### config.mk
export PLATFORM = sky130hd
export DESIGN_NAME = desd_top
export DESIGN_NICKNAME = d
export VERILOG_FILES = /design/src/hdl/desd_pkg.sv /design/src/hdl/desd_quad.sv /design/src/hdl/desd_top.sv
export VERILOG_INCLUDE_DIRS = /design/src /design/src/hdl
export SDC_FILE = /design/constraint.sdc
export NUM_CORES = 1
export LEC_CHECK = 0
export BUFFER_PORTS_ARGS = -buffer_cell sky130_fd_sc_hd__buf_2
export CAP_MARGIN = 20
export CORE_UTILIZATION = 60
export CTS_BUF_LIST = sky130_fd_sc_hd__clkbuf_16
export CTS_CLUSTER_SIZE = 16
export DETAILED_ROUTE_END_ITERATION = 7
export GPL_ROUTABILITY_DRIVEN = 0
export PLACE_DENSITY = 0.84
export SLEW_MARGIN = 40
export SYNTH_ARGS = -nofsm -noshare
export SYNTH_HDL_FRONTEND = slang
export SYNTH_HIERARCHICAL = 1
export SYNTH_SLANG_ARGS = --single-unit
### constraint.sdc
create_clock -name ref_clk_i -period 13.23 [get_ports ref_clk_i]
set_input_delay 1.9845 -clock ref_clk_i [delete_from_list [all_inputs] [get_ports ref_clk_i]]
set_output_delay 1.9845 -clock ref_clk_i [all_outputs]
set_load 0.02 [all_outputs]
### src/hdl/desd_params.svh
// constants for the dual encoder sync direction block
// assumes inclusion by the package and desd_top
`ifndef DESD_PARAMS_SVH
`define DESD_PARAMS_SVH
`define DESD_POS_W 32
`define DESD_LIM_W 16
`define DESD_RATE_W 16
`define DESD_LIM_MULT 32'sd100
`define DESD_GATE_US 1000
`define DESD_CLK_MHZ 50
`define DESD_GATE_CYC (`DESD_GATE_US * `DESD_CLK_MHZ)
`define DESD_NCH 6
`define DESD_ZERO_POS 32'sh0000_0000
`define DESD_RATE_SAT 16'hffff
`endif

### src/hdl/desd_pkg.sv
// types for the dual encoder sync direction block
// assumes desd_params.svh is on the include path
`include "desd_params.svh"
package desd_pkg;
   typedef enum logic [2:0] {
      DESD_IDLE = 3'b001,
      DESD_RUN = 3'b010,
      DESD_HOLD = 3'b100
   } desd_state_t;
   typedef logic signed [`DESD_POS_W-1:0] desd_pos_t;
   typedef logic [`DESD_RATE_W-1:0] desd_rate_t;
endpackage : desd_pkg

### src/hdl/desd_quad.sv
// one quadrature decoder channel: sync, edge decode, index pulse
// assumes asynchronous a/b/index pins on ref_clk_i
`timescale 1ns/1ps
module desd_quad (
   input wire logic ref_clk_i,
   input wire logic rst_i,
   input wire logic en_i,
   input wire logic a_i,
   input wire logic b_i,
   input wire logic z_i,
   output logic step_o,
   output logic dir_fwd_o,
   output logic index_o,
   output logic [2:0] edge_o
);
   logic [2:0] s1_q, s1_d, s2_q, s2_d, s3_q, s3_d;
   logic step_d, dir_d, idx_d;
   logic step_q, dir_q, idx_q;
   logic [2:0] edge_d, edge_q;
   always_comb begin
      s1_d = {z_i, b_i, a_i};
      s2_d = s1_q;
      s3_d = s2_q;
      edge_d = s2_q ^ s3_q;
      step_d = 1'b0;
      dir_d = dir_q;
      idx_d = s2_q[2] & ~s3_q[2];
      // b leading a by a quarter cycle is forward
      case ({s3_q[0], s3_q[1], s2_q[0], s2_q[1]}) // RULE_01 RULE_11
         4'b0010, 4'b1011, 4'b1101, 4'b0100: begin
            step_d = 1'b1;
            dir_d = 1'b0;
         end
         4'b0001, 4'b0111, 4'b1110, 4'b1000: begin
            step_d = 1'b1;
            dir_d = 1'b1;
         end
         default: begin
            step_d = 1'b0;
         end
      endcase
   end
   always_ff @(posedge ref_clk_i or posedge rst_i) begin
      if (rst_i) begin
         s1_q <= 3'h0;
         s2_q <= 3'h0;
         s3_q <= 3'h0;
         step_q <= 1'b0;
         dir_q <= 1'b1;
         idx_q <= 1'b0;
         edge_q <= 3'h0;
      end else if (en_i) begin
         s1_q <= s1_d; // RULE_11
         s2_q <= s2_d;
         s3_q <= s3_d;
         step_q <= step_d;
         dir_q <= dir_d;
         idx_q <= idx_d;
         edge_q <= edge_d;
      end
   end
   assign step_o = step_q;
   assign dir_fwd_o = dir_q;
   assign index_o = idx_q;
   assign edge_o = edge_q;
endmodule : desd_quad

### src/hdl/desd_top.sv
// synchronous drive encoder input: direction gate, deviation, alarm
// assumes encoder pins asynchronous, commands on ref_clk_i
// Contract
// (RULE_01) b leading a decodes as forward
// (RULE_02) channel one reference, channel two slave
// (RULE_03) slave follows only matching direction command
// (RULE_04) swapped reference inverts decoded direction
// (RULE_05) hold keeps accumulating reference into deviation
// (RULE_06) resume when deviation returns to zero
// (RULE_07) swap reference a/b for opposite run
// (RULE_08) pulse rate measured on six inputs
// (RULE_09) trip when deviation exceeds hundred times limit
// (RULE_10) index difference corrects a/b miscount
// (RULE_11) two flop sync, each edge counted once
`timescale 1ns/1ps
`include "desd_params.svh"
module desd_top
   import desd_pkg::*;
(
   input wire logic ref_clk_i,
   input wire logic rst_i,
   input wire logic clk_en_i,
   input wire logic ref_phase_a_in_i,
   input wire logic ref_phase_b_in_i,
   input wire logic ref_index_in_i,
   input wire logic slave_phase_a_in_i,
   input wire logic slave_phase_b_in_i,
   input wire logic slave_index_in_i,
   input wire logic run_forward_cmd_i,
   input wire logic run_backward_cmd_i,
   input wire logic [`DESD_LIM_W-1:0] deviation_limit_setting_i,
   output logic slave_run_fwd_o,
   output logic slave_run_rev_o,
   output desd_pkg::desd_pos_t deviation_o,
   output logic drive_off_o,
   output logic deviation_alarm_o,
   output logic [`DESD_NCH*`DESD_RATE_W-1:0] pulse_rate_o
);
   import desd_pkg::*;
   logic r_step, r_fwd, r_idx, s_step, s_fwd, s_idx;
   logic [2:0] r_edge, s_edge;
   logic [`DESD_NCH-1:0] edges;
   // channel one reference, channel two slave
   desd_quad u_ref ( // RULE_02
      .ref_clk_i(ref_clk_i), .rst_i(rst_i), .en_i(clk_en_i),
      .a_i(ref_phase_a_in_i), .b_i(ref_phase_b_in_i),
      .z_i(ref_index_in_i), .step_o(r_step), .dir_fwd_o(r_fwd),
      .index_o(r_idx), .edge_o(r_edge)
   );
   desd_quad u_slv ( // RULE_02
      .ref_clk_i(ref_clk_i), .rst_i(rst_i), .en_i(clk_en_i),
      .a_i(slave_phase_a_in_i), .b_i(slave_phase_b_in_i),
      .z_i(slave_index_in_i), .step_o(s_step), .dir_fwd_o(s_fwd),
      .index_o(s_idx), .edge_o(s_edge)
   );
   assign edges = {s_edge, r_edge};

   // deviation and direction gate
   desd_state_t st_q, st_d;
   desd_pos_t dev_q, dev_d, zpos_q, zpos_d, rpos_q, rpos_d;
   desd_pos_t spos_q, spos_d, lim_x100;
   logic fwd_q, fwd_d, rev_q, rev_d, alm_q, alm_d;
   logic match, cmd_on, rz_seen_q, rz_seen_d;
   logic signed [`DESD_POS_W-1:0] absdev;
   always_comb begin
      lim_x100 = desd_pos_t'(`DESD_LIM_MULT
         * $signed({1'b0, deviation_limit_setting_i}));
      cmd_on = run_forward_cmd_i ^ run_backward_cmd_i;
      // swapped wiring already flips r_fwd at decode
      match = (r_fwd & run_forward_cmd_i & ~run_backward_cmd_i)
         | (~r_fwd & run_backward_cmd_i & ~run_forward_cmd_i); // RULE_03 RULE_04
      rpos_d = rpos_q;
      spos_d = spos_q;
      zpos_d = zpos_q;
      rz_seen_d = rz_seen_q;
      if (r_step) begin
         rpos_d = r_fwd ? rpos_q + 1 : rpos_q - 1; // RULE_05
      end
      if (s_step) begin
         spos_d = s_fwd ? spos_q + 1 : spos_q - 1;
      end
      // index pair realigns slave count to reference latch
      if (s_idx && rz_seen_q) begin // RULE_10
         spos_d = zpos_q;
         rz_seen_d = 1'b0;
      end
      // a fresh reference index wins over the clear
      if (r_idx) begin
         zpos_d = rpos_d;
         rz_seen_d = 1'b1;
      end
      dev_d = rpos_d - spos_d;
      absdev = dev_d[`DESD_POS_W-1] ? -dev_d : dev_d;
      alm_d = alm_q | (absdev > lim_x100); // RULE_09
      st_d = st_q;
      fwd_d = 1'b0;
      rev_d = 1'b0;
      case (st_q)
         DESD_IDLE: begin
            // hold only once the reference really turns the wrong way
            if (cmd_on && !alm_q) begin
               if (match) begin
                  st_d = DESD_RUN; // RULE_03
               end else if (r_step) begin
                  st_d = DESD_HOLD; // RULE_05
               end
            end
         end
         DESD_RUN: begin
            fwd_d = run_forward_cmd_i;
            rev_d = run_backward_cmd_i;
            if (!cmd_on || alm_q) begin
               st_d = DESD_IDLE;
            end else if (!match) begin
               st_d = DESD_HOLD; // RULE_03
            end
         end
         DESD_HOLD: begin
            if (!cmd_on || alm_q) begin
               st_d = DESD_IDLE;
            end else if (match && dev_d == `DESD_ZERO_POS) begin
               st_d = DESD_RUN; // RULE_06
            end
         end
         default: begin
            st_d = DESD_IDLE;
         end
      endcase
      if (alm_d) begin
         fwd_d = 1'b0;
         rev_d = 1'b0;
      end
   end
   always_ff @(posedge ref_clk_i or posedge rst_i) begin
      if (rst_i) begin
         st_q <= DESD_IDLE;
         rpos_q <= `DESD_ZERO_POS;
         spos_q <= `DESD_ZERO_POS;
         zpos_q <= `DESD_ZERO_POS;
         dev_q <= `DESD_ZERO_POS;
         rz_seen_q <= 1'b0;
         fwd_q <= 1'b0;
         rev_q <= 1'b0;
         alm_q <= 1'b0;
      end else if (clk_en_i) begin
         st_q <= st_d;
         rpos_q <= rpos_d;
         spos_q <= spos_d;
         zpos_q <= zpos_d;
         dev_q <= dev_d;
         rz_seen_q <= rz_seen_d;
         fwd_q <= fwd_d;
         rev_q <= rev_d;
         alm_q <= alm_d;
      end
   end
   assign slave_run_fwd_o = fwd_q;
   assign slave_run_rev_o = rev_q;
   assign deviation_o = dev_q;
   assign drive_off_o = alm_q;
   assign deviation_alarm_o = alm_q;

   // pulse rate per input: edges per gate window
   logic [31:0] gate_q, gate_d;
   logic gate_end;
   always_comb begin
      gate_end = (gate_q == 32'(`DESD_GATE_CYC - 1));
      gate_d = gate_end ? 32'h0 : gate_q + 32'h1;
   end
   always_ff @(posedge ref_clk_i or posedge rst_i) begin
      if (rst_i) begin
         gate_q <= 32'h0;
      end else if (clk_en_i) begin
         gate_q <= gate_d;
      end
   end
   genvar gi;
   generate
      for (gi = 0; gi < `DESD_NCH; gi++) begin : g_rate
         desd_rate_t cnt_q, cnt_d, rate_q, rate_d;
         always_comb begin
            cnt_d = cnt_q;
            if (edges[gi] && cnt_q != `DESD_RATE_SAT) begin
               cnt_d = cnt_q + 1'b1;
            end
            rate_d = rate_q;
            if (gate_end) begin
               rate_d = cnt_d; // RULE_08
               cnt_d = '0;
            end
         end
         always_ff @(posedge ref_clk_i or posedge rst_i) begin
            if (rst_i) begin
               cnt_q <= '0;
               rate_q <= '0;
            end else if (clk_en_i) begin
               cnt_q <= cnt_d;
               rate_q <= rate_d;
            end
         end
         assign pulse_rate_o[gi*`DESD_RATE_W +: `DESD_RATE_W] = rate_q;
      end
   endgenerate
endmodule : desd_top
==> reports/metrics.cfg, run 1 <==
[outcome]
outcome = finished clean

[floorplanning]
core_area_mm2 = 0.0413
die_area_mm2 = 0.0431
io_pins = 159
die_x_um = 208
initial_core_util_pct = 61.4
die_h_um = 208
rows = 74

[synth]
synth_area_mm2 = 0.0254
synth_cell_type_count = 94
syn_avg_cell_area_um2 = 8.78
yosys_warnings = 6
ys_seq_area_share_pct = 38.4
yosysTopAreaCell = dfrtp_1
yosys.area.top_type_share_pct = 38.1
synth-edff-count = 0
async_flop_share_pct = 100
ys_ff_latch = 389
synth_nets = 3097
synth.area.top_cells = dfrtp_1 (38%), ha_1 (8.2%), a21oi_1 (6.2%)
syn_inst = 2889
synth_ff_type = dfrtp_1

[placement]
dpl.hpwl_mm = 43.9
io_buffers = 158

[cells_and_area]
nNetsFinal = 3195
final_common_cell = dfrtp_1
drive_above_1_share_pct = 11.4
most-common-layout-cells = dfrtp_1 (386), a21oi_1 (315), nor2_1 (306), nand2_1 (222), inv_1 (218)
area_growth_pct = 10.8

[clock_network]
post_cts_resized = 0
cts.htree.levels = 2
cts.sink_count = 389
cts_tree = built
cts.clk_slew.worst_paths_ns = 0.06
cts_buffers = 43
clock_latency_ns = 0.60
post_cts_buffers = 0
clockRootBuffer = clkbuf_16
cts_buffer_depth = 3
cts_hold_buf = 0

[setup_path]
worstSetupPathType = reg2reg
crit_fanout = 21
path_common_cell = o21ai_0
cp_data_arrival_time_ns = 10.34
max_stage_delay_ns = 0.65
start_kind = flop
cpMaxStageDelayCell = dfstp_2
crit_required_ns = 13.70
endpoint_kind = flop

[global_route]
grt_pass1_vias = 20757
track_usage_pct = 28.7
antenna_found_initial = 2
grt-ovfl-total = 0
grt_pass1_wl_mm = 103
grt_max_degree = 165

[timing]
worst_pin_slew_ns = 0.865
setup_viol_count_final = 0
final-hold-violation-count = 0
rsz0062_at_grt = false
finalMaxSlewViolations = 0
fin_crit_sh_pct = 74.6
slew_headroom_pct = 42.4
finClkSkew_ns = 0.0283
fmax_ghz = 0.101
tns_ns = 0
min_period_ns = 9.87

[flow_run]
drv_cap = 0

[detailed_routing]
ant_nets = 0
wire_per_inst_um = 17.7
finalWirelength_mm = 63.0
drtIter0Drc = 1954
vias = 21788
drc = 0
dr.pass1.iters = 8
avgViaCountPerCell = 6.13

[worst_hold_path]
hold_path_class = reg2reg

## path summary, 6_finish.rpt
kind	from	to	slack [ns]	cells after the start
worst max-delay path	u_slv/dir_fwd_o	deviation_alarm_o	3.36	49
worst min register to register	gate_q[31]	gate_q[31]	0.49	1
max in group asynchronous	rst_i	deviation_o[20]	10.39	4
worst min-delay path	gate_q[31]	gate_q[31]	0.49	1
worst max register to register	u_slv/dir_fwd_o	deviation_alarm_o	3.36	49
min in group asynchronous	rst_i	gate_q[19]	1.51	2
## per-layer routing
layer | wire length, µm | part of all wire [%] | track usage (%) | up-vias
li1 | - | - | - | 10290
met5 | 0 | 0 | 0 | -
met4 | 2290 | 3.6 | 11.5 | 0
met3 | 3990 | 6.3 | 4.43 | 158
met2 | 30300 | 48 | 48.1 | 790
met1 | 26400 | 42 | 37.4 | 10550
## area by class of cell
cell class / count / area [µm²]
diodes: 2 / 5.00
flip-flops and latches: 389 / 9740
clock inverters: 37 / 402
multi-input cells: 2157 / 14300
repair buffers: 180 / 1070
inverters: 216 / 823
clock buffers: 43 / 1080
fillers: 3065 / 13200
well taps: 532 / 666
## registers in the layout, summed over array words and instances, names as in the netlist, 32 cells and up
name and count:
zpos_q 32, g_rate.cnt_q 96, deviation_o 32, rpos_q 32, g_rate.rate_q 96, gate_q 32, spos_q 32
## per-stage QoR
stage	cell area [µm²]	instances	util, %	hold slack, ns	worst slack (ns)
6_report	28100	3556	68.0	0.486	3.36
5_1_grt	28100	3556	68.0	0.516	2.61
4_1_cts	28000	3552	67.9	0.491	3.66
3_5_place_dp	26600	3472	64.3	0.483	3.81
3_3_place_gp	26500	3469	64.1	0.466	4.23
2_1_floorplan	25400	2889	-	0.446	1.29
## critical path: cells and delay by family (launching register included)
kind | cells | cell delay, ns
simple gates | 13 | 1.47
compound gates | 26 | 4.95
mux | 1 | 0.16
fa+ha+maj | 3 | 1.04
buf+inv | 3 | 0.90
flops | 1 | 0.65
xor+xnor | 3 | 0.54
## cells in the mapped netlist, types with 44 or more instances
library cell  instances
nand4_1              44
and3_1               49
xor2_1               67
mux2_2               49
ha_1                167
nand2_1             222
o21ai_0             188
clkbuf_1            102
nand3_1              86
nor2_1              307
xnor2_1             160
a21oi_1             315
mux2i_1              54
dfrtp_1             386
inv_1               216
## logic make-up (layout without fill, tap and decap cells)
kind of cell / Yosys count / after routing / share of synthesized area [%]
other: 0 / 2 / 0
buffers and inverters: 343 / 476 / 5.30
DFF: 389 / 389 / 38.4
and+or+nand+nor: 867 / 867 / 15.8
adders and majority gates: 185 / 185 / 9.51
muxes: 103 / 103 / 4.31
AOI/OAI and AO/OA: 772 / 772 / 18.7
xor gates and xnor gates: 230 / 230 / 8.03
Power of run 1 is not shown: default switching activity piles up to over one toggle a cycle in this logic, so the estimate is an artifact.
==> inputs of run 2 (changes only) <==
==> constraint.sdc (replaced) <==
create_clock -name ref_clk_i -period 9.76 [get_ports ref_clk_i]
set_input_delay 1.464 -clock ref_clk_i [delete_from_list [all_inputs] [get_ports ref_clk_i]]
set_output_delay 1.464 -clock ref_clk_i [all_outputs]
set_load 0.02 [all_outputs]
==> reports/metrics.cfg, run 2 (synthesis gave the netlist of run 1 again) <==
[outcome]
outcome = finished clean  ; unchanged

[floorplanning]
die_x_um = 208  ; unchanged
die_area_mm2 = 0.0431  ; unchanged
io_pins = 159  ; unchanged
core_area_mm2 = 0.0413  ; unchanged
die_h_um = 208  ; unchanged
rows = 74  ; unchanged
initial_core_util_pct = 61.4  ; unchanged

[setup_path]
rr_worst_depth = 45  ; was 49
cp_data_arrival_time_ns = 9.76  ; was 10.34 ns
max_stage_delay_ns = 0.65  ; about the same
crit_path_start = u_ref/dir_fwd_o  ; was u_slv/dir_fwd_o
rrSetupSlack_ns = 0.47  ; was 3.36 ns
worstSetupPathType = reg2reg  ; unchanged
crit_fanout = 23  ; was 21
r2r_end = deviation_alarm_o  ; unchanged
crit_required_ns = 10.23  ; was 13.70 ns
endpoint_kind = flop  ; unchanged
rr_startpoint = u_ref/dir_fwd_o  ; was u_slv/dir_fwd_o
start_kind = flop  ; unchanged
cpMaxStageDelayCell = dfstp_2  ; unchanged

[clock_network]
cts.sink_count = 389  ; unchanged
cts_hold_buf = 0  ; unchanged
clockRootBuffer = clkbuf_16  ; unchanged
cts_tree = built  ; unchanged
cts_buffers = 43  ; unchanged
cts.clk_slew.worst_paths_ns = 0.06  ; about the same
clock_latency_ns = 0.59  ; was 0.60 ns
cts.htree.levels = 2  ; unchanged
cts_buffer_depth = 3  ; unchanged

[placement]
dpl_cell_area_mm2 = 0.0266  ; about the same
io_buffers = 158  ; unchanged
place_ws_ns = 0.290  ; was 3.81 ns
dpl.hpwl_mm = 45.4  ; was 43.9 mm

[global_route]
grt-ovfl-total = 0  ; unchanged
grt_pass1_vias = 21575  ; was 20757
grt_max_degree = 145  ; was 165
track_usage_pct = 29.4  ; was 28.7%
grt_pass1_wl_mm = 105  ; was 103 mm
met2_usage_pct = 48.9  ; was 48.1%
met3_usage_pct = 4.19  ; was 4.43%
antenna_found_initial = 0  ; was 2
gr-max-usage-layer = met2  ; unchanged
grt_use_met1_pct = 38.1  ; was 37.4%

[timing]
setup_viol_count_final = 0  ; unchanged
finClkSkew_ns = 0.0236  ; was 0.0283 ns
fmax_ghz = 0.108  ; was 0.101 GHz
min_period_ns = 9.29  ; was 9.87 ns
fin_crit_sh_pct = 95.2  ; was 74.6%
slew_headroom_pct = 39.9  ; was 42.4%
finalMaxSlewViolations = 0  ; unchanged
worst_slack_ns = 0.471  ; was 3.36 ns
worst_pin_slew_ns = 0.895  ; was 0.865 ns
final-hold-violation-count = 0  ; unchanged

[cells_and_area]
finish.instance_area_mm2 = 0.0283  ; was 0.0281 mm²
seqCellArea_mm2 = 0.00974  ; unchanged
multi_input_area_mm2 = 0.0144  ; was 0.0143 mm²
antenna_cells = 0  ; was 2
nNetsFinal = 3212  ; was 3195
most-common-layout-cells = dfrtp_1 (386), a21oi_1 (314), nor2_1 (304), nand2_1 (222), inv_1 (219)  ; was dfrtp_1 (386), a21oi_1 (315), nor2_1 (306), nand2_1 (222), inv_1 (218)
drive_above_1_share_pct = 12.4  ; was 11.4%
final_common_cell = dfrtp_1  ; unchanged
fillCellCount = 3049  ; was 3065
reg_top3 = g_rate.cnt_q x96, g_rate.rate_q x96  ; unchanged
area_growth_pct = 11.5  ; was 10.8%

[detailed_routing]
dr.pass1.iters = 6  ; was 8
vias = 21887  ; was 21788
finalWirelength_mm = 63.8  ; was 63.0 mm
avgViaCountPerCell = 6.13  ; about the same
wire_per_inst_um = 17.9  ; was 17.7 µm
drc = 0  ; unchanged
drtIter0Drc = 1903  ; was 1954
ant_nets = 0  ; unchanged

[worst_hold_path]
worstHoldStart = gate_q[31]  ; unchanged
hold_path_class = reg2reg  ; unchanged
holdPathEnd = gate_q[31]  ; unchanged
holdPathStages = 1  ; unchanged

[flow_run]
drv_cap = 0  ; unchanged

run 2: cell types whose count changed in the layout (fill, tap and decap cells not counted), sizes merged:
cell and delta:
buf +16, clkinv -7, clkinvlp +6, diode -2, bufinv +1, clkbuf +1, inv -1
run 2: how the worst max path moves through the flow:
stage                   endpoint  slack, ns
3_3_place_gp   deviation_alarm_o       0.78
6_report       deviation_alarm_o       0.47
4_1_cts        deviation_alarm_o       0.11
3_5_place_dp   deviation_alarm_o       0.29
5_1_grt        deviation_alarm_o      -0.08
2_1_floorplan  deviation_alarm_o       0.83
run 2: layer usage:
layer	wire length, µm	vias to the layer above	share of wire [%]
li1	-	10310	-
met1	26800	10569	42
met2	30300	808	47
met3	3820	200	6.0
met4	2950	0	4.6
met5	0	-	0
run 2: area by class of cell:
| cell class | count | area share [%] |
|---|---|---|
| clock buffer | 43 | 3.80 |
| clock inverter | 36 | 1.38 |
| inverter | 216 | 2.91 |
| multi-input combinational | 2157 | 50.9 |
| sequential | 389 | 34.4 |
| tap | 532 | 2.35 |
| timing repair buffer | 197 | 4.24 |
run 2: through the flow:
step | utilization, % | hold WS [ns] | setup TNS [ns] | std cells
2_1_floorplan | - | 0.446 | 0 | 2889
3_3_place_gp | 64.2 | 0.463 | 0 | 3477
3_5_place_dp | 64.5 | 0.466 | 0 | 3481
4_1_cts | 68.0 | 0.475 | 0 | 3560
5_1_grt | 68.5 | 0.492 | -0.109 | 3570
6_report | 68.5 | 0.474 | 0 | 3570
run 2: critical path: cells and delay by family (launching register included):
family	cells	cell delay (ns)
compound gates	27	4.89
xor+xnor	3	0.56
fa+ha+maj	3	1.06
buf+inv	4	0.69
flops	1	0.65
simple gates	8	1.29
run 2: timing repair:
action                     in CTS  in global routing
setup endpoints to repair       0                  3
hold endpoints to repair        0                  0
setup buffers                   0                  8
resized for setup               0                 24
Power of run 2 is left out for the same reason.
